==> src/adcie_cfg.svh <==
// register offsets, field positions, reset values and sizes of the interrupt enable bank
`ifndef ADCIE_CFG_SVH
`define ADCIE_CFG_SVH

`define ADCIE_ADDR_W 12
`define ADCIE_DATA_W 32
`define ADCIE_NUM_EVENTS 22

`define ADCIE_OFF_ENABLE 12'h300
`define ADCIE_OFF_ENABLE_SET 12'h304
`define ADCIE_OFF_STATUS 12'h100
`define ADCIE_OFF_STATUS_CLR 12'h104

`define ADCIE_BIT_STARTED 0
`define ADCIE_BIT_STOPPED 5
`define ADCIE_BIT_CH0_UPPER 6
`define ADCIE_BIT_CH6_UPPER 18
`define ADCIE_BIT_CH6_LOWER 19
`define ADCIE_BIT_CH7_UPPER 20
`define ADCIE_BIT_CH7_LOWER 21

`define ADCIE_ENABLE_RST 22'h0
`define ADCIE_STATUS_RST 22'h0
`define ADCIE_RDATA_RST 32'h0

`endif

==> src/adcie_pkg.sv <==
// types shared by the interrupt enable bank modules
`include "adcie_cfg.svh"

package adcie_pkg;

    typedef logic [`ADCIE_NUM_EVENTS-1:0] adcie_evt_vec_t;

    typedef struct packed {
        adcie_evt_vec_t enable;
        logic irq;
        logic [`ADCIE_DATA_W-1:0] rdata;
    } adcie_main_state_t;

    typedef struct packed {
        adcie_evt_vec_t status;
    } adcie_stat_state_t;

endpackage

==> src/adcie_evt_if.sv <==
// carrier between the register front end and the sticky event status bank
`timescale 1ns/1ps

interface adcie_evt_if;
    adcie_pkg::adcie_evt_vec_t evt;
    adcie_pkg::adcie_evt_vec_t clr;
    adcie_pkg::adcie_evt_vec_t status;

    modport bank (
        input evt,
        input clr,
        output status
    );

    modport ctrl (
        output evt,
        output clr,
        input status
    );
endinterface

==> src/adcie_stat_bank.sv <==
// sticky per-event status bits, set by event pulses, cleared by software
`timescale 1ns/1ps
`include "adcie_cfg.svh"

module adcie_stat_bank (
    // clock and reset
    input wire logic i_sys_clk,
    input wire logic i_arst_n,
    // event and clear traffic
    adcie_evt_if.bank evt_bus
);

    adcie_pkg::adcie_stat_state_t st;
    adcie_pkg::adcie_stat_state_t next_st;

    always_comb begin
        next_st = st;
        // a pulse in the clearing cycle still lands: set beats clear
        for (int i = 0; i < `ADCIE_NUM_EVENTS; i++) begin
            if (evt_bus.evt[i]) begin
                next_st.status[i] = 1'b1;
            end else if (evt_bus.clr[i]) begin
                next_st.status[i] = 1'b0;
            end
        end
    end

    always_ff @(posedge i_sys_clk or negedge i_arst_n) begin
        if (!i_arst_n) begin
            st.status <= `ADCIE_STATUS_RST;
        end else begin
            st <= next_st;
        end
    end

    assign evt_bus.status = st.status;
endmodule

==> src/adcie_enable_regs.sv <==
// interrupt enable register bank of the converter: plain and set-only views
//
// Added by the designer: strobed register access.
`timescale 1ns/1ps
`include "adcie_cfg.svh"

module adcie_enable_regs (
    // clock and reset
    input wire logic i_sys_clk,
    input wire logic i_arst_n,
    // register port
    input wire logic [`ADCIE_ADDR_W-1:0] i_addr,
    input wire logic [`ADCIE_DATA_W-1:0] i_wdata,
    input wire logic i_wr,
    input wire logic i_rd,
    output logic [`ADCIE_DATA_W-1:0] o_rdata,
    // converter events, one-cycle pulses
    input wire logic [`ADCIE_NUM_EVENTS-1:0] i_event,
    // interrupt
    output logic o_irq
);

    localparam int PAD_W = `ADCIE_DATA_W - `ADCIE_NUM_EVENTS;

    adcie_pkg::adcie_main_state_t st;
    adcie_pkg::adcie_main_state_t next_st;
    adcie_pkg::adcie_evt_vec_t wr_bits;
    adcie_pkg::adcie_evt_vec_t next_clr;

    adcie_evt_if evt_bus ();

    adcie_stat_bank u_stat_bank (
        .i_sys_clk(i_sys_clk),
        .i_arst_n(i_arst_n),
        .evt_bus(evt_bus.bank)
    );

    // bits above the event field are ignored on write, read as zero
    assign wr_bits = i_wdata[`ADCIE_NUM_EVENTS-1:0];

    always_comb begin
        next_st = st;
        next_clr = '0;
        next_st.rdata = `ADCIE_RDATA_RST;
        if (i_wr) begin
            case (i_addr)
                `ADCIE_OFF_ENABLE: begin
                    next_st.enable = wr_bits;
                end
                `ADCIE_OFF_ENABLE_SET: begin
                    next_st.enable = st.enable | wr_bits;
                end
                `ADCIE_OFF_STATUS_CLR: begin
                    next_clr = wr_bits;
                end
                // unmapped writes fall through and change nothing
                default: begin
                    next_clr = '0;
                end
            endcase
        end
        if (i_rd) begin
            case (i_addr)
                // both views read one shared state
                `ADCIE_OFF_ENABLE,
                `ADCIE_OFF_ENABLE_SET: begin
                    next_st.rdata = {{PAD_W{1'b0}}, st.enable};
                end
                `ADCIE_OFF_STATUS: begin
                    next_st.rdata = {{PAD_W{1'b0}}, evt_bus.status};
                end
                // clear register is write-only; unmapped reads give zero
                default: begin
                    next_st.rdata = `ADCIE_RDATA_RST;
                end
            endcase
        end
        // a cleared enable masks its event
        // registered so the pin never glitches; costs one cycle of latency
        next_st.irq = |(evt_bus.status & st.enable);
    end

    assign evt_bus.evt = i_event;
    assign evt_bus.clr = next_clr;

    always_ff @(posedge i_sys_clk or negedge i_arst_n) begin
        if (!i_arst_n) begin
            st.enable <= `ADCIE_ENABLE_RST;
            st.irq <= 1'b0;
            st.rdata <= `ADCIE_RDATA_RST;
        end else begin
            st <= next_st;
        end
    end

    assign o_rdata = st.rdata;
    assign o_irq = st.irq;

    for (genvar g = 0; g < `ADCIE_NUM_EVENTS; g++) begin : g_set_field

    end
endmodule

==> config.mk <==
export PLATFORM = sky130hd
export DESIGN_NAME = adcie_enable_regs
export DESIGN_NICKNAME = d
export VERILOG_FILES = /design/src/adcie_pkg.sv /design/src/adcie_evt_if.sv /design/src/adcie_stat_bank.sv /design/src/adcie_enable_regs.sv
export VERILOG_INCLUDE_DIRS = /design/src
export SDC_FILE = /design/constraint.sdc
export NUM_CORES = 1
export LEC_CHECK = 0
export BUFFER_PORTS_ARGS = -buffer_cell sky130_fd_sc_hd__buf_2
export CAP_MARGIN = 5
export CORE_MARGIN = 10
export CORE_UTILIZATION = 25
export DETAILED_ROUTE_END_ITERATION = 16
export GPL_TIMING_DRIVEN = 0
export PLACE_DENSITY_LB_ADDON = 0.1
export SLEW_MARGIN = 20
export SYNTH_ARGS = -nofsm -noshare
export SYNTH_HDL_FRONTEND = slang
export SYNTH_SLANG_ARGS = --single-unit
==> constraint.sdc <==
create_clock -name i_sys_clk -period 2 [get_ports i_sys_clk]
set_input_delay 0.2 -clock i_sys_clk [delete_from_list [all_inputs] [get_ports i_sys_clk]]
set_output_delay 0.2 -clock i_sys_clk [all_outputs]
set_load 0.02 [all_outputs]
== Yosys cells after proc, flatten, opt, wreduce, memory -nomap -nowiden ==
Index checks and enable logic that the tools add are counted.
W data, S select, Z words.

* Register bits after elaboration: 77
* Input bits: 70
* Output and inout bits: 33
* Word-level logic and storage cells: 106

* Equal/unequal tests: 4
* Mux-type cells: 49
* Bitwise operators: 2
* Reduce and logical (&&, ||, !) cells: 26

{| class="wikitable"
|+ Operators by type and width
! cell !! count
|-
| $pmux W22 S2 || 2
|-
| $mux W22 || 3
|-
| $reduce_bool A2 Y1 || 23
|-
| $mux W1 || 44
|-
| $eq A12 B10 Y1 const B || 2
|-
| $eq A12 B9 Y1 const B || 2
|-
| $and A22 B22 Y22 || 1
|-
| $or A22 B22 Y22 || 1
|-
| $reduce_or A22 Y1 || 1
|-
| $reduce_and A2 Y1 || 1
|-
| $reduce_or A2 Y1 || 1
|}

== Depth between registers and ports, before layout ==
Gate-level depths: netlist of run 1.

* Depth in word-level cells: 5
* Depth in mapped cells: 5

== Modules after synthesis ==
Synthesis of run 1 repeated with hierarchy kept, for this count alone.

* Cells, all modules: 299
* Area total of the unflattened synthesis: 3114.2 µm²

{| class="wikitable"
|+ By module, submodules not included
! module !! instances !! cells each !! area an instance (µm²)
|-
| adcie_enable_regs || 1 || 233 || 2316.0
|-
| adcie_stat_bank || 1 || 66 || 798.3
|}

== Worst setup path after synthesis of run 1 ==
No wires, ideal clock.

* Path type: input-to-reg
* From: in i_addr[11]
* To: reg st[34] in the netlist's numbering
* Data arrival time: 1.449 ns
* Path slack: 0.430 ns
* Cell stages on the path: 5
* Path buffers: 1
* Path through: or4b_4 -> nor3_4 -> nand4_2 -> buf_6 -> a22o_1

* Word-level cells in the longest chain between the ends: 3
* Elaborated cells on any way between the ends: 5
* Classes of those cells: eq/ne (2); mux (1); reduce/logical (2)

{| class="wikitable"
|+ RTL lines
! what !! line !! RTL
|-
| start, declared || adcie_enable_regs.sv:12 || <nowiki>input wire logic [`ADCIE_ADDR_W-1:0] i_addr,</nowiki>
|-
| $eq A12 B10 Y1 || adcie_enable_regs.sv:46 || <nowiki>case (i_addr)</nowiki>
|-
| $reduce_bool A2 Y1 (no source line) || n/a ||
|-
| $reduce_and A2 Y1 (no source line) || n/a ||
|-
| end signal, assigned || adcie_enable_regs.sv:92 || <nowiki>st <= next_st;</nowiki>
|-
| end, declared || adcie_enable_regs.sv:25 || <nowiki>adcie_pkg::adcie_main_state_t st;</nowiki>
|}

Several ways; a longest one is shown, not always the timed one.
A chain may end at the register's enable or synchronous reset.

==> metrics.yaml, run 1 <==
critical_path:
  max_stage_delay_ns: 0.53
  crit_chain: "buf_2 > or4b_4 > nor3_4 > nand3_1 > clkbuf_1 > nor2_1"
  required_ns: 2.24
  cp.arrival_ns: 1.82
  worstPathMaxFanout: 10
  worst_path_max_delay_cell: "or4b_4"
  r2r-start: "u_stat_bank.evt_bus.status[15]"
  start_kind: "input pin"
  critPathLaunch: "i_addr[11]"
  worstSetupPathType: "input pin to register"
  crit_path_end_kind: "register"
global_routing:
  grt_max_degree: 38
  grt_antenna_before_repair: 0
  grt_pass1_vias: 2622
  grt_usage_pct: 10.5
  grt_first_pass_wirelength_um: 13500
  gr-total-overflow: 0
logic_synthesis:
  seq_area_frac_synth_pct: 57.0
  syn_avg_cell_area_um2: 11.0
  synth_top_area_share_pct: 57.0
  synthesis.area_um2: 2940
  synth-seq-cells: 67
  synth.top_cells.by_area: "dfrtp_1 57%, buf_4 8.2%, a22o_1 7.7%"
  synth-warning-count: 0
  syn-instance-count: 268
  yosysTopAreaCell: "dfrtp_1"
  ys_types: 22
power:
  p_leak_nw: 1.96
  p_per_area_nw_per_um2: 812
  vdd_ir_drop_max_v: 0.000397
detailed_routing:
  drc: 0
  post_drt_wl_per_cell_um: 16.7
  drtPass1Iterations: 4
  postRouteAntennaNets: 0
  viasPerCell: 4.43
  routed_wl_um: 8670
  drtIter0Drc: 95
  vias: 2294
timing:
  fin_setup_tns_ns: 0
  fmax_mhz: 633
  finalSetupViolCount: 0
  grt_setup_unrepaired: "no"
  maxSlewViolCount: 0
  finalCritPeriodShare_pct: 79.0
  slew_headroom_pct: 53.8
  hold_viol: 0
  tightest_slew_ns: 0.686
  holdWs_ns: 0.0637
  fin_crit_ns: 1.58
  clock_skew_ns: 0.00645
clocking:
  htree_levels: 3
  cts_resized: 0
  cts_buffer_depth: 2
  worstSkewPairLatency_ns: 0.32
  cts_setup_buffers: 0
  hold_buffers: 1
  numCtsBuffers: 9
  clockRootBuffer: "clkbuf_16"
  cts_sinks: 67
  cts_tree: "done"
  path_clk_slew_ns: 0.06
status:
  status: "completed"
layout:
  drive_gt1_share_pct: 36.3
  syn_to_final_growth_pct: 32.2
  n_antenna_cell: 0
  num-nets-final: 441
placement:
  place_congestion: 0.761
  dp_hpwl_um: 6470
  port-buffer-count: 81
die:
  die_y_um: 128
  ios: 103
  core_um2: 11500
  die_x_um: 128
  start_util_pct: 25.6
  rows: 39
  dieArea_um2: 16500
min_path:
  hold_path.class: "input pin to register"
  hold_start: "i_wdata[21]"
job:
  maxCapViolations: 0
## stage by stage
step	cell area (um^2)	utilization, %	total power [W]	setup WS, ns	cells
CTS	3890	33.9	0.00320	0.417	518
finish	3890	33.9	0.00316	0.420	518
global placement	3560	31.0	0.00160	0.0924	501
floorplan	2970	-	0.00148	0.430	277
detailed placement	3580	31.2	0.00160	0.0811	502
global route	3890	33.9	0.00328	0.297	518
## state kept, by name, summed over array words and instances (netlist names)
register and flops:
o_irq 1, o_rdata 22, st 22, u_stat_bank.evt_bus.status 22
## cell type report
type                       instances  area (um^2)
inverter                          22         82.6
clock inverter                     2         35.0
tap                              143          179
fill                            1171         7580
clock buffer                      13          260
buffer                            45          322
timing repair buffer              83          438
multi-input combinational        143          893
sequential                        67         1680
## Yosys cell counts, drive strengths merged
library cell / n
clkbuf: 7
and3: 1
a22o: 26
nand4: 2
a22oi: 25
nand3: 1
inv: 22
conb: 1
and3b: 1
or4b: 1
nor4: 1
and4: 2
nor2b: 1
buf: 38
nor2: 45
a31oi: 22
a221oi: 4
nor3: 1
dfrtp: 67
## final timing paths
kind                                             endpoint  depth (start not counted)  slack (ns)
max                                            o_rdata[9]                          6        0.42
min                        u_stat_bank.evt_bus.status[21]                          2        0.06
max reg2reg                                         o_irq                          4        0.62
min reg2reg                                        st[48]                          1        0.54
max in group asynchronous                          st[37]                          3        1.09
min in group asynchronous                     o_rdata[13]                          2        0.37
## layout by cell type (no fill, tap or decap), drive strengths merged, types with 2 or more instances in the layout
| master | instances |
|---|---|
| a221oi | 4 |
| inv | 22 |
| a22o | 26 |
| conb | 10 |
| nand4 | 2 |
| a22oi | 25 |
| a31oi | 22 |
| clkbuf | 20 |
| and4 | 2 |
| buf | 120 |
| nor2 | 45 |
| dfrtp | 67 |
## cell families (layout without fill, tap and decap cells)
kind of cell	count (synthesis)	count (layout)	synth area share, %
other cells	1	10	0.128
compound gates	77	77	20.0
flops	67	67	57.0
simple gates	56	56	9.11
buf+inv	67	165	13.7
## per-layer routing
metal  routed length (um)  vias to the layer above  global-route usage (%)
li1                     -                     1115                       -
met1                 3830                     1097                    12.4
met2                 4030                       78                    16.8
met3                  763                        4                    5.34
met4                   53                        0                    2.38
met5                    0                        -                       0
## critical path, delay by kind of cell
kind	cells	cell delay, ns
AND/OR/NAND/NOR	4	1.18
buffers and inverters	2	0.44
## power by group
part	internal, W	switching [W]
combinational	0.0000889	0.000122
clock	0.00102	0.000552
sequential	0.00136	0.00000495
total	0.00248	0.000680
Note: power is estimated with default switching activity, not from simulation.
==> inputs of run 2 (changes only) <==
Settings changed: ABC_AREA set to 1.
Clock period 2 ns to 1.6 ns, I/O delays scaled along.
==> run 2 against run 1 <==
  * Non-clock buffer count rose by 10
  * Clock-buffer cell count grew 1
  * Sequential cell count stayed put
  * Critical path type is now register to register
  * Largest cell class unchanged
==> metrics.yaml, run 2 <==
status:
  status: "completed"
layout:
  drive_gt1_share_pct: 39.6  # +3.4 points
  instances_no_fill: 692  # +34%
  n_antenna_cell: 0  # unchanged
  stdcell_area_um2: 4590  # +18%
  num-nets-final: 577  # +31%
  syn_to_final_growth_pct: 26.8
  final_common_cell: "nand2_1"
  final_cell_mix: "113 x nand2_1, 87 x buf_2, 67 x dfrtp_1"
logic_synthesis:
  synthesis.area_um2: 3620  # +23%
  synth_edf_count: 0  # unchanged
  synth_top_area_share_pct: 46.3  # -11 points
  yosysMostFrequentCell: "nand2_1"
  synth-warning-count: 0  # unchanged
  synth.top_cells.by_count: "113 x nand2_1, 67 x dfrtp_1, 34 x buf_4, 30 x nand3_1, 26 x inv_1"
  ys_async_sr_fraction_pct: 100  # unchanged
  yosysTopAreaCell: "dfrtp_1"
  seq_area_frac_synth_pct: 46.3  # -11 points
  synth-seq-cells: 67  # unchanged
  ys_types: 28  # +27%
  synthFlopType: "dfrtp_1"
  syn_avg_cell_area_um2: 8.97  # -18%
  syn-instance-count: 404  # +51%
  synth.top_cells.by_area: "dfrtp_1 46%, nand2_1 12%, buf_4 7.0%"
clocking:
  path_clk_slew_ns: 0.05  # about the same
  cts_tree: "done"
  worstSkewPairLatency_ns: 0.33  # about the same
  htree_levels: 3  # unchanged
  clockRootBuffer: "clkbuf_16"
  numCtsBuffers: 9  # unchanged
  cts_setup_buffers: 0  # unchanged
  cts_buffer_depth: 2  # unchanged
  cts_sinks: 67  # unchanged
placement:
  dp.cells: 675  # +34%
  dp_hpwl_um: 7840  # +21%
  pre_cts_slack_ns: 0.249  # +0.168 ns
  placedInstanceArea_um2: 4310  # +20%
  port-buffer-count: 81  # unchanged
  place_congestion: 0.800  # +5.0%
timing:
  setup_ws_ns: 0.325  # -0.0947 ns
  tightest_slew_ns: 0.807  # +0.120 ns
  clock_skew_ns: 0.00439  # -0.00206 ns
  grt_setup_unrepaired: "no"
  finalSetupViolCount: 0  # unchanged
  slew_headroom_pct: 46.2  # -7.6 points
  holdWs_ns: 0.0130  # -0.0507 ns
  maxSlewViolCount: 0  # unchanged
  fmax_mhz: 784
  finalCritPeriodShare_pct: 79.7
  hold_viol: 0  # unchanged
  fin_crit_ns: 1.27
power:
  vdd_ir_drop_max_v: 0.000432  # +8.6%
  combPwrFrac_pct: 8.4  # +1.7 points
  p_leak_nw: 2.28  # +16%
  p_int_w: 0.00295  # +19%
  seqPwrFrac_pct: 44.0  # +0.6 points
  netSwitchingFraction_pct: 24.1  # +2.6 points
  p_sw_w: 0.000936  # +38%
  p_clk_share_pct: 47.6  # -2.4 points
  p_per_area_nw_per_um2: 845  # +4.1%
job:
  maxCapViolations: 0  # unchanged
global_routing:
  grt_first_pass_wirelength_um: 17300  # +28%
  grt_pass1_vias: 3152  # +20%
  grt_usage_pct: 10.9  # +0.41 points
  grt_antenna_before_repair: 1  # +1
  grt_max_degree: 39  # +2.6%
  gr-total-overflow: 0  # unchanged
die:
  die_y_um: 140  # +9.3%
  die_x_um: 140  # +9.3%
  start_util_pct: 25.8  # +0.16 points
  dieArea_um2: 19700  # +19%
  ios: 103  # unchanged
  core_um2: 14000  # +22%
  rows: 43  # +10%
critical_path:
  reg2reg_depth: 6  # +2
  required_ns: 1.80  # -0.44 ns
  worstSetupPathType: "register to register"
  cp.arrival_ns: 1.48  # -0.34 ns
  crit_path_end_kind: "register"
  worstPathMaxFanout: 3  # -7
  r2r-start: "st[40]"
  crit_path_end: "o_irq"
  regToRegEndpoint: "o_irq"
  critPathLaunch: "st[40]"
  start_kind: "register"
  r2r_slack_ns: 0.33  # -0.29 ns
detailed_routing:
  post_drt_wl_per_cell_um: 15.6  # -7.0%
  drtIter0Drc: 152  # +60%
  drc: 0  # unchanged
  viasPerCell: 4.25  # -4.1%
  postRouteAntennaNets: 0  # unchanged
  drtPass1Iterations: 4  # unchanged
  vias: 2939  # +28%
  routed_wl_um: 10800  # +24%
min_path:
  hold_path.class: "input pin to register"
[run 2: critical path, stage by stage (launching register included)]
cell     delay (ns)
dfrtp_1        0.40
nand2_1        0.07
nand2_1        0.07
a21oi_1        0.16
nand3_1        0.11
nor3_1         0.26
nand2_1        0.08
[run 2: worst min-delay path by stage]
| stage | slack (ns) | end | start | cells after the start |
|---|---|---|---|---|
| finish | 0.01 | u_stat_bank.evt_bus.status[13] | i_event[13] | 3 |
| global route | 0.02 | u_stat_bank.evt_bus.status[4] | i_event[4] | 3 |
| CTS | 0.005 | u_stat_bank.evt_bus.status[17] | i_event[17] | 3 |
| detailed placement | 0.13 | u_stat_bank.evt_bus.status[3] | i_arst_n | 1 |
| global placement | 0.35 | u_stat_bank.evt_bus.status[13] | i_event[13] | 3 |
| floorplan | -0.14 | o_irq | i_arst_n | 0 |
[run 2: routing by layer]
| metal | vias to the layer above | wire [um] | part of all wire [%] | global-route usage [%] |
|---|---|---|---|---|
| li1 | 1483 | - | - | - |
| met1 | 1361 | 4980 | 46 | 13.8 |
| met2 | 81 | 4990 | 46 | 16.9 |
| met3 | 12 | 641 | 6.0 | 3.35 |
| met4 | 2 | 154 | 1.4 | 4.29 |
| met5 | - | 7 | 0.065 | 0 |
[run 2: logic make-up after synthesis]
kind of cell / Yosys count / synth area share, %
simple gates: 201 / 30.3
buf+inv: 90 / 15.2
other cells: 1 / 0.103
compound gates: 45 / 8.08
flops: 67 / 46.3
[run 2: power by group through the flow]
stage | Clock, W | Sequential (W) | Combinational (W)
finish | 0.00185 | 0.00171 | 0.000326
global route | 0.00196 | 0.00171 | 0.000368
CTS | 0.00189 | 0.00171 | 0.000334
detailed placement | 0 | 0.00174 | 0.000331
global placement | 0 | 0.00174 | 0.000321
floorplan | 0 | 0.00175 | 0.000150
[run 2: per-stage QoR]
step	setup TNS, ns	utilization, %	total power (W)
2_1_floorplan	0	-	0.00189
3_3_place_gp	-5.51	30.5	0.00206
3_5_place_dp	0	30.7	0.00207
4_1_cts	0	32.7	0.00393
5_1_grt	0	32.7	0.00404
6_report	0	32.7	0.00388
[run 2: final cells by class]
type	count	area [um^2]
multi-input cells	256	1430
clock buffers	14	264
clock inverters	2	10.0
inverters	35	136
repair buffers	83	438
fillers	1507	9450
flip-flops and latches	67	1680
plain buffers	55	415
well taps	180	225
[run 2: repair_timing]
action,CTS,global route
setup endpoints to repair,0,0
hold buffers,1,0
resized for setup,0,0
hold endpoints to repair,29,0
